$ cat src/common/csm_pkg.sv
package csm_pkg;
  // operating_mode_selector codes
  localparam logic [7:0]  MODE_CSV      = 8'h09;
  localparam logic [7:0]  MODE_CST      = 8'h0A;
  localparam logic [7:0]  MODE_STEP     = 8'hFF;
  localparam logic [7:0]  TIDX_MS       = 8'hFD; // exponent -3
  // ----------------------------------------------------------
  // register byte offsets
  // ----------------------------------------------------------
  localparam logic [7:0]  A_MODE        = 8'h00;
  localparam logic [7:0]  A_CTRL        = 8'h04;
  localparam logic [7:0]  A_CFG         = 8'h08;
  localparam logic [7:0]  A_PERIOD      = 8'h0C;
  localparam logic [7:0]  A_TVEL        = 8'h10;
  localparam logic [7:0]  A_TTRQ        = 8'h14;
  localparam logic [7:0]  A_MTRQ        = 8'h18;
  localparam logic [7:0]  A_NUM         = 8'h1C;
  localparam logic [7:0]  A_DEN         = 8'h20;
  localparam logic [7:0]  A_FWIN        = 8'h24;
  localparam logic [7:0]  A_FTMO        = 8'h28;
  localparam logic [7:0]  A_STAT        = 8'h2C;
  localparam logic [7:0]  A_POS         = 8'h30;
  localparam logic [7:0]  A_REV         = 8'h34;
  // ----------------------------------------------------------
  // field positions
  // ----------------------------------------------------------
  localparam int          CFG_SUB       = 0;
  localparam int          CFG_CL        = 1;
  localparam int          CFG_PP_LSB    = 8;
  localparam int          SW_SYNC       = 8;
  localparam int          SW_FOLLOW     = 12;
  localparam int          SW_FERR       = 13;
  localparam int          SW_LIM_NEG    = 14;
  localparam int          SW_LIM_POS    = 15;
  localparam int          FRAC          = 16;
  // ----------------------------------------------------------
  // reset values
  // ----------------------------------------------------------
  localparam logic [15:0] NUM_RST       = 16'h0080;
  localparam logic [15:0] DEN_RST       = 16'h0001;
  localparam logic [31:0] WFX_RST       = 32'h0080_0000;
  localparam logic [7:0]  PERIOD_RST    = 8'h01;
  localparam logic [7:0]  TIDX_RST      = 8'hFD;
  localparam logic [7:0]  PP_RST        = 8'h01;
  localparam logic [15:0] MTRQ_RST      = 16'h03E8;
  localparam logic [31:0] FWIN_RST      = 32'h0000_0100;
  localparam logic [15:0] FTMO_RST      = 16'h000A;
  localparam logic [9:0]  STEPS_PER_PP  = 10'h004;
  localparam logic signed [32:0] TRQ_PERMILLE = 33'sh0_0000_03E8;
  // ----------------------------------------------------------
  // timing
  // ----------------------------------------------------------
  localparam int          CLK_NS        = 100;
  localparam int          CYCLE_BASE_NS = 1000000;
  localparam int          MS_CYC        = CYCLE_BASE_NS / CLK_NS;
  localparam int          PULSE_MAX_HZ  = 1000000;
  localparam int          PULSE_ON_NS   = 200;
  localparam int          DIR_SETUP_NS  = 35000;
  localparam logic [5:0]  DIV_STEPS     = 6'h20;

  typedef enum logic {
    ST_IDLE = 1'b0,
    ST_DIV  = 1'b1
  } csm_div_st_t;

  // true for both cyclic synchronous modes
  function automatic logic csm_is_cyclic(input logic [7:0] m);
    return (m == MODE_CSV) || (m == MODE_CST);
  endfunction : csm_is_cyclic

  // motion toward an active limit switch is refused
  function automatic logic csm_lim_hit(input logic neg, input logic nz,
                                       input logic ln, input logic lp);
    return neg ? ln : (nz && lp);
  endfunction : csm_lim_hit
endpackage : csm_pkg

$ cat src/csm_ferr_timer.sv
`timescale 1ns/10ps
`default_nettype none
module csm_ferr_timer
  import csm_pkg::*;
(
  input  wire logic        pclk,
  input  wire logic        presetn,
  input  wire logic        en,
  input  wire logic        over,
  input  wire logic        tick,
  input  wire logic [15:0] tmo,
  output logic             flag
);
  typedef struct packed {
    logic [15:0] cnt;
    logic        flag;
  } csm_fe_t;

  csm_fe_t st, nx;

  // ----------------------------------------------------------
  // count whole ms spent outside the window
  // ----------------------------------------------------------
  always_comb begin
    nx = st;
    if (!en || !over) begin
      nx.cnt  = 16'h0000;
      nx.flag = 1'b0;
    end else begin
      if (tick && st.cnt != 16'hFFFF) begin
        nx.cnt = st.cnt + 16'h0001; // saturates, never wraps
      end
      nx.flag = st.cnt > tmo;
    end
  end

  always_ff @(posedge pclk or negedge presetn) begin
    if (!presetn) begin
      st <= '0;
    end else begin
      st <= nx;
    end
  end

  assign flag = st.flag;
endmodule : csm_ferr_timer
`default_nettype wire

$ cat src/csm_mode_core.sv
// Added by the designer: the placing of the registers and the APB register port.
`timescale 1ns/10ps
`default_nettype none
module csm_mode_core
  import csm_pkg::*;
#(
  parameter int MS_CYCLES = MS_CYC
) (
  input  wire logic        pclk,
  input  wire logic        presetn,
  input  wire logic        psel,
  input  wire logic        penable,
  input  wire logic        pwrite,
  input  wire logic [7:0]  paddr,
  input  wire logic [31:0] pwdata,
  output logic [31:0]      prdata,
  output logic             pready,
  output logic             pslverr,
  input  wire logic        step_clk_in,
  input  wire logic        step_dir_in,
  input  wire logic        lim_neg_in,
  input  wire logic        lim_pos_in,
  input  wire logic [31:0] act_pos,
  output logic [31:0]      vel_cmd,
  output logic [15:0]      trq_cmd,
  output logic [31:0]      pos_dmd,
  output logic [15:0]      status_word
);
  typedef struct packed {
    logic [7:0]  mode;
    logic [15:0] ctrl;
    logic        sub;
    logic        cl;
    logic [7:0]  pp;
    logic [7:0]  period;
    logic [7:0]  tidx;
    logic [31:0] tvel;
    logic [15:0] ttrq;
    logic [15:0] mtrq;
    logic [15:0] num;
    logic [15:0] den;
    logic [31:0] fwin;
    logic [15:0] ftmo;
    logic [15:0] ms_cnt;
    logic        ms_tick;
    logic [7:0]  cyc_cnt;
    logic        wrote;
    logic        sync;
    logic        follow;
    logic [47:0] pos;
    logic [31:0] wfx;
    csm_div_st_t dst;
    logic        div_req;
    logic [31:0] dvd;
    logic [16:0] rem;
    logic [31:0] quo;
    logic [5:0]  dcnt;
    logic [31:0] vel_cmd;
    logic [15:0] trq_cmd;
    logic [15:0] stat;
    logic        pready;
    logic        pslverr;
    logic [31:0] prdata;
  } csm_core_t;

  csm_core_t          st, nx;
  logic               clk_rise, dir_lvl, dir_rise;
  logic               lim_n, lim_p, ferr;
  logic               fe_over;
  logic signed [32:0] trq_prod;
  logic signed [32:0] pos_diff;
  logic [32:0]        pos_abs;

  // ----------------------------------------------------------
  // pin synchronisers
  // ----------------------------------------------------------
  csm_sync_edge u_clk (.pclk(pclk), .presetn(presetn), .pin(step_clk_in),
                       .lvl(), .rise(clk_rise));
  csm_sync_edge u_dir (.pclk(pclk), .presetn(presetn), .pin(step_dir_in),
                       .lvl(dir_lvl), .rise(dir_rise));
  csm_sync_edge u_lmn (.pclk(pclk), .presetn(presetn), .pin(lim_neg_in),
                       .lvl(lim_n), .rise());
  csm_sync_edge u_lmp (.pclk(pclk), .presetn(presetn), .pin(lim_pos_in),
                       .lvl(lim_p), .rise());

  // ----------------------------------------------------------
  // following error supervision
  // ----------------------------------------------------------
  assign pos_diff = $signed({st.pos[47], st.pos[47:16]}) - $signed({act_pos[31], act_pos});
  assign pos_abs  = pos_diff[32] ? 33'(-pos_diff) : 33'(pos_diff);
  assign fe_over  = pos_abs > {1'b0, st.fwin};
  // torque scaled in per mille of the maximum
  assign trq_prod = $signed({{17{st.ttrq[15]}}, st.ttrq}) * $signed({17'h0_0000, st.mtrq});

  csm_ferr_timer u_fe (
    .pclk    (pclk),
    .presetn (presetn),
    .en      (st.mode == MODE_STEP && st.cl),
    .over    (fe_over),
    .tick    (st.ms_tick),
    .tmo     (st.ftmo),
    .flag    (ferr)
  );

  // ----------------------------------------------------------
  // next state
  // ----------------------------------------------------------
  logic acc, wr, tgt_wr, cyc_end, cyc_ok, up, dn, qb;
  logic [16:0] r;
  logic [15:0] den_e;
  always_comb begin
    nx      = st;
    acc     = psel && penable && st.pready;
    wr      = acc && pwrite;
    up      = 1'b0;
    dn      = 1'b0;
    qb      = 1'b0;
    r       = 17'h0_0000;
    den_e   = (st.den == 16'h0000) ? 16'h0001 : st.den; // a zero divisor is treated as one
    nx.pready  = 1'b0;
    nx.pslverr = 1'b0;
    nx.ms_tick = 1'b0;
    // apb: one wait state, data and error registered with pready
    if (psel && penable && !st.pready) begin
      nx.pready  = 1'b1;
      nx.pslverr = 1'b0;
      case (paddr)
        A_MODE:   nx.prdata = {24'h00_0000, st.mode};
        A_CTRL:   nx.prdata = {16'h0000, st.ctrl};
        A_CFG:    nx.prdata = {16'h0000, st.pp, 6'h00, st.cl, st.sub};
        A_PERIOD: nx.prdata = {16'h0000, st.tidx, st.period};
        A_TVEL:   nx.prdata = st.tvel;
        A_TTRQ:   nx.prdata = {16'h0000, st.ttrq};
        A_MTRQ:   nx.prdata = {16'h0000, st.mtrq};
        A_NUM:    nx.prdata = {16'h0000, st.num};
        A_DEN:    nx.prdata = {16'h0000, st.den};
        A_FWIN:   nx.prdata = st.fwin;
        A_FTMO:   nx.prdata = {16'h0000, st.ftmo};
        A_STAT:   nx.prdata = {16'h0000, st.stat};
        A_POS:    nx.prdata = st.pos[47:16];
        A_REV:    nx.prdata = {22'h00_0000, 10'(st.pp) * STEPS_PER_PP};
        default: begin
          nx.prdata  = 32'h0000_0000;
          nx.pslverr = 1'b1;
        end
      endcase
    end
    // register writes take effect on the completing edge
    if (wr) begin
      case (paddr)
        A_MODE:   nx.mode = pwdata[7:0];
        A_CTRL:   nx.ctrl = pwdata[15:0]; // stored only
        A_CFG: begin
          nx.sub = pwdata[CFG_SUB];
          nx.cl  = pwdata[CFG_CL];
          nx.pp  = pwdata[CFG_PP_LSB +: 8];
        end
        A_PERIOD: begin
          nx.period = pwdata[7:0];
          nx.tidx   = pwdata[15:8];
        end
        A_TVEL:   nx.tvel = pwdata;
        A_TTRQ:   nx.ttrq = pwdata[15:0];
        A_MTRQ:   nx.mtrq = pwdata[15:0];
        A_NUM: begin
          nx.num     = pwdata[15:0];
          nx.div_req = 1'b1;
        end
        A_DEN: begin
          nx.den     = pwdata[15:0];
          nx.div_req = 1'b1;
        end
        A_FWIN:   nx.fwin = pwdata;
        A_FTMO:   nx.ftmo = pwdata[15:0];
        default:  nx.mode = st.mode;
      endcase
    end
    // millisecond base; cycle = period x 1 ms, index -3 only
    if (st.ms_cnt == 16'(MS_CYCLES - 1)) begin
      nx.ms_cnt  = 16'h0000;
      nx.ms_tick = 1'b1;
    end else begin
      nx.ms_cnt = st.ms_cnt + 16'h0001;
    end
    cyc_ok  = csm_is_cyclic(st.mode) && st.tidx == TIDX_MS && st.period != 8'h00;
    cyc_end = st.ms_tick && (st.cyc_cnt + 8'h01 >= st.period);
    if (st.ms_tick) begin
      nx.cyc_cnt = cyc_end ? 8'h00 : st.cyc_cnt + 8'h01;
    end
    tgt_wr = wr && ((paddr == A_TVEL && st.mode == MODE_CSV) ||
                    (paddr == A_TTRQ && st.mode == MODE_CST));
    // a write landing on the cycle edge still counts for that cycle
    if (cyc_end) begin
      nx.sync  = st.wrote || tgt_wr;
      nx.wrote = 1'b0;
    end else if (tgt_wr) begin
      nx.wrote = 1'b1;
    end
    if (!cyc_ok) begin
      nx.sync  = 1'b0;
      nx.wrote = 1'b0;
    end
    // target is used only in sync; torque also needs closed loop
    nx.follow = csm_is_cyclic(st.mode) && st.sync &&
                (st.mode != MODE_CST || st.cl);
    // velocity setpoint passes straight through, torque is scaled; no ramp generator
    nx.vel_cmd = 32'h0000_0000;
    nx.trq_cmd = 16'h0000;
    if (st.follow && st.mode == MODE_CSV &&
        !csm_lim_hit(st.tvel[31], st.tvel != 32'h0, lim_n, lim_p)) begin
      nx.vel_cmd = st.tvel;
    end
    if (st.follow && st.mode == MODE_CST &&
        !csm_lim_hit(st.ttrq[15], st.ttrq != 16'h0, lim_n, lim_p)) begin
      nx.trq_cmd = 16'(trq_prod / TRQ_PERMILLE);
    end
    // step/direction decode; both edges together cancel out
    if (st.sub) begin
      up = clk_rise;
      dn = dir_rise;
    end else begin
      up = clk_rise && dir_lvl;
      dn = clk_rise && !dir_lvl;
    end
    if (st.mode == MODE_STEP) begin
      if (up && !dn && !csm_lim_hit(1'b0, 1'b1, lim_n, lim_p)) begin
        nx.pos = st.pos + {16'h0000, st.wfx};
      end else if (dn && !up && !csm_lim_hit(1'b1, 1'b1, lim_n, lim_p)) begin
        nx.pos = st.pos - {16'h0000, st.wfx};
      end
    end
    // width = num/den in 16.16, old width used until done
    case (st.dst)
      ST_IDLE: begin
        if (st.div_req && !wr) begin
          nx.div_req = 1'b0;
          nx.dst     = ST_DIV;
          nx.dvd     = {st.num, 16'h0000};
          nx.rem     = 17'h0_0000;
          nx.quo     = 32'h0000_0000;
          nx.dcnt    = DIV_STEPS;
        end
      end
      ST_DIV: begin
        r  = {st.rem[15:0], st.dvd[31]};
        qb = r >= {1'b0, den_e};
        nx.rem  = qb ? r - {1'b0, den_e} : r;
        nx.dvd  = {st.dvd[30:0], 1'b0};
        nx.quo  = {st.quo[30:0], qb};
        nx.dcnt = st.dcnt - 6'h01;
        if (st.dcnt == 6'h01) begin
          nx.wfx = {st.quo[30:0], qb};
          nx.dst = ST_IDLE;
        end
      end
      default: nx.dst = ST_IDLE;
    endcase
    nx.stat             = 16'h0000;
    nx.stat[SW_SYNC]    = st.sync;
    nx.stat[SW_FOLLOW]  = st.follow;
    nx.stat[SW_FERR]    = ferr;
    nx.stat[SW_LIM_NEG] = lim_n;
    nx.stat[SW_LIM_POS] = lim_p;
  end

  // ----------------------------------------------------------
  // state register
  // ----------------------------------------------------------
  always_ff @(posedge pclk or negedge presetn) begin
    if (!presetn) begin
      st        <= '0;
      st.num    <= NUM_RST;
      st.den    <= DEN_RST;
      st.wfx    <= WFX_RST;
      st.period <= PERIOD_RST;
      st.tidx   <= TIDX_RST;
      st.pp     <= PP_RST;
      st.mtrq   <= MTRQ_RST;
      st.fwin   <= FWIN_RST;
      st.ftmo   <= FTMO_RST;
      st.dst    <= ST_IDLE;
    end else begin
      st <= nx;
    end
  end

  assign prdata      = st.prdata;
  assign pready      = st.pready;
  assign pslverr     = st.pslverr;
  assign vel_cmd     = st.vel_cmd;
  assign trq_cmd     = st.trq_cmd;
  assign pos_dmd     = st.pos[47:16];
  assign status_word = st.stat;
endmodule : csm_mode_core
`default_nettype wire

$ cat src/csm_sync_edge.sv
`timescale 1ns/10ps
`default_nettype none
module csm_sync_edge
  import csm_pkg::*;
(
  input  wire logic pclk,
  input  wire logic presetn,
  input  wire logic pin,
  output logic      lvl,
  output logic      rise
);
  typedef struct packed {
    logic s1;
    logic s2;
    logic s3;
  } csm_se_t;

  csm_se_t st, nx;

  // ----------------------------------------------------------
  // two-stage synchroniser plus history for edge detection
  // ----------------------------------------------------------
  always_comb begin
    nx    = st;
    nx.s1 = pin;
    nx.s2 = st.s1;
    nx.s3 = st.s2;
  end

  always_ff @(posedge pclk or negedge presetn) begin
    if (!presetn) begin
      st <= '0;
    end else begin
      st <= nx;
    end
  end

  // s1 is only ever read by s2, never by the edge logic
  assign lvl  = st.s2;
  assign rise = st.s2 && !st.s3;
endmodule : csm_sync_edge
`default_nettype wire

$ cat config.mk
export PLATFORM = sky130hd
export DESIGN_NAME = csm_mode_core
export DESIGN_NICKNAME = d
export VERILOG_FILES = /design/src/common/csm_pkg.sv /design/src/csm_ferr_timer.sv /design/src/csm_mode_core.sv /design/src/csm_sync_edge.sv
export SDC_FILE = /design/constraint.sdc
export NUM_CORES = 2
export LEC_CHECK = 0
export ABC_AREA = 1
export BUFFER_PORTS_ARGS = -buffer_cell sky130_fd_sc_hd__buf_4
export CORE_AREA = 2 2 276 278
export CTS_CLUSTER_SIZE = 14
export DETAILED_ROUTE_END_ITERATION = 16
export DIE_AREA = 0 0 278 280
export PLACE_DENSITY = 0.77
export SYNTH_ARGS = -nofsm -noshare
export SYNTH_HDL_FRONTEND = slang
export SYNTH_SLANG_ARGS = --single-unit
$ cat constraint.sdc
create_clock -name pclk -period 43.2 [get_ports pclk]
set_input_delay 0 -clock pclk [delete_from_list [all_inputs] [get_ports pclk]]
set_output_delay 0 -clock pclk [all_outputs]
set_load 0.1 [all_outputs]
==> results.cfg <==
[status]
outcome = finished, final reports clean

[power_and_ir_drop]
comb_power_share_pct = 14.6
cellLeakagePower_nw = 25.86
p_int_mw = 0.8277
ir_drop_uv = 40.90
seqPwrFrac_pct = 41.7
powerDensity_nw_per_um2 = 24.03
switchingPower_mw = 0.3313
power_frac_clock_pct = 43.6
p_sw_share_pct = 28.59

[synth]
ys_ff_latch = 487
yosysWarnings = 0
async_reset_ff_share_pct = 100.0
synth_area_sq_um = 44400
synthTopCellsByArea = dfrtp_1 26%, nand2_1 11%, fa_1 8.9%, inv_1 8.8%, ha_1 7.9%
yosysSeqAreaShare_pct = 27.51
synth.distinct_cells = 81
synth_edf_count = 0
netlist.area_leader.share_pct = 26.26
avgSynthCellArea_sq_um = 7.388
synth_ff_type = dfrtp_1
netlist_instances = 6010
synth_top_cell_by_area = dfrtp_1

[die]
start_util_pct = 59.05
die_area_sq_um = 77840
io_pins = 211
die_x_microns = 278
num_rows = 101
dieHeight_microns = 280
fp.coreArea_sq_um = 75190

[sta]
skew_ps = 49.76
period_minus_slack_ps = 20540
rsz0062_at_grt = no
period_share_pct = 47.54
final_hold_viol_count = 0
relSlewSlack_pct = 10.10
setup_tns_ps = 0
setup_viol = 0
worstMarginPinSlew_ps = 1336
fmax_mhz = 48.69
finalMaxSlewViolations = 0

[placed_design]
gp_congestion = 0.9950
dp_cells = 6929
hpwl_mm = 96.37
port_buffers = 199

[finish]
drive_gt1_share_pct = 12.19
area_delta_synth_final_pct = 8.609
diodes = 0
ff_latch_area_sq_um = 12210
layout_common_cells = 1354 x nand2_1, 1041 x inv_1, 466 x dfrtp_1
final_common_cell = nand2_1
fin_cells = 7081
layout.nets = 6615
nFillCells = 6550
multi_input_area_sq_um = 26290

[job]
maxCapViolCount = 0

[clock_network]
clock_path_buffers = 3
cts_made_buffers = 56
cts.htree.levels = 2
cts_root_buf = clkbuf_16
cts.clk_slew.worst_paths_ps = 70
cts_tree = done
cts_sinks = 487
clkLatencyLatePin_ps = 670
postCtsSetupBuffers = 0

[detailed_routing]
routed_wl_mm = 127.6
wl_per_cell_microns = 18.01
final_antenna_net_count = 0
dr.pass1.iters = 6
drt_iter0_drc = 3896
viasPerCell = 5.619
dr_total_vias = 39790
drc = 0

[hold_path]
hold_depth = 3
min-delay-start = pwdata[14]
hold_class = in2reg

[grt]
grt_pass1_wl_mm = 204.2
overflow = 0
use_met1_pct = 42.16
antenna_found_initial = 7
grt_pass1_vias = 38890
busiest_layer = met2
gr-usage-met3_pct = 5.488
grt_max_degree = 94
groute.layer.met2.usage_pct = 54.39
grt_usage_pct = 32.89

[critical_path]
r2r_start = st[387]$_DFFE_PN0P_
worstPathRequired_ps = 43750
end_kind = flip-flop
cp_max_fo = 49
worstSetupStartpointType = flip-flop
cp-startpoint = st[387]$_DFFE_PN0P_
cp.arrival_ps = 21080
critPathSlowestCell = dfrtp_1
path_class = reg2reg
crit_path_max_incr_delay_ps = 1020
reg2reg_depth = 142
==> area by class of cell <==
class / count / share of cell area (%)
Clock buffer: 81 / 3.391
Inverter: 1128 / 8.897
Multi-Input combinational cell: 4102 / 54.51
Clock inverter: 25 / 0.7031
Tap cell: 978 / 2.537
Sequential cell: 487 / 25.33
Timing Repair Buffer: 280 / 4.634
==> path summary, 6_finish.rpt <==
check                                        end  slack (ps)
max in group asynchronous   trq_cmd[2]$_DFF_PN0_       40490
setup / recovery           trq_cmd[14]$_DFF_PN0_       22660
hold / removal               st[373]$_DFFE_PN0P_          70
setup reg to reg           trq_cmd[14]$_DFF_PN0_       22660
min in group asynchronous    st[364]$_DFFE_PN0P_         440
hold reg to reg              u_lmn.lvl$_DFF_PN0_         350
==> kinds of logic (layout without fill, tap and decap cells) <==
group           after synthesis  count (layout)  synth area share [%]
compound gates              968             968                 12.76
xor+xnor                    214             214                 4.238
fa+ha+maj                   479             479                 16.83
other cells                   1              11              0.008445
buf+inv                    1431            1514                 13.44
simple gates               2428            2428                 25.18
mux                           2               2               0.05072
flops                       487             487                 27.51
==> repair_timing <==
action / CTS / global route
hold endpoints to repair: 242 / 0
resized for setup: 0 / 0
hold buffers: 46 / 0
==> cell usage after synthesis (11+ instances only) <==
cell type / count
a21oi_1: 218
a221oi_1: 49
buf_1: 16
buf_4: 130
clkbuf_1: 148
clkinv_1: 12
dfrtp_1: 466
dfstp_2: 21
fa_1: 197
ha_1: 282
inv_1: 1042
inv_2: 62
nand2_1: 1357
nand2_2: 119
nand2_4: 41
nand3_1: 275
nand3_2: 47
nand3b_1: 14
nand4_1: 67
nor2_1: 325
nor2_2: 28
nor2_4: 17
nor3_1: 72
nor4_1: 25
o211ai_1: 23
o21a_1: 11
o21ai_0: 427
o21ai_1: 41
o21ai_2: 15
o21bai_1: 32
o22ai_1: 64
o31ai_1: 12
xnor2_1: 63
xor2_1: 150
==> per-layer routing <==
| layer | routed length, microns | vias to the layer above |
|---|---|---|
| li1 | - | 19040 |
| met1 | 51780 | 18760 |
| met2 | 58660 | 1609 |
| met3 | 10520 | 380 |
| met4 | 6598 | 0 |
| met5 | 0 | - |
==> registers in the layout, indices dropped and copies added, names as in the netlist, 2 cells and up <==
name / flops
nx: 2
status_word: 5
pos_dmd: 32
u_fe.st: 16
trq_cmd: 16
prdata: 32
st: 339
vel_cmd: 32
==> worst max-delay path: cells and delay by family, from the launching register on <==
kind | cells | cell delay (ps)
flops | 1 | 1020
simple gates | 97 | 10620
fa+ha+maj | 8 | 3670
buf+inv | 20 | 1780
compound gates | 17 | 3260
==> metrics by stage <==
stage	area, sq um	total power, mW	setup WS (ps)	utilization [%]	hold WS [ps]
after floorplan	44440	0.6071	25380	-	-295.6
after global placement	45780	0.6512	23170	60.89	81.67
after detailed placement	45780	0.6545	22820	60.89	85.64
after CTS	48230	1.162	22750	64.14	11.53
after global routing	48230	1.201	20530	64.14	54.80
final	48230	1.159	22660	64.14	66.04
==> power groups by stage <==
stage	combinational, mW	sequential [mW]	clock (mW)
global route	0.190	0.485	0.527
global placement	0.161	0.490	0
finish	0.170	0.484	0.506
CTS	0.168	0.483	0.511
detailed placement	0.163	0.491	0
floorplan	0.118	0.489	0
Note: power is estimated with default switching activity, not from simulation.
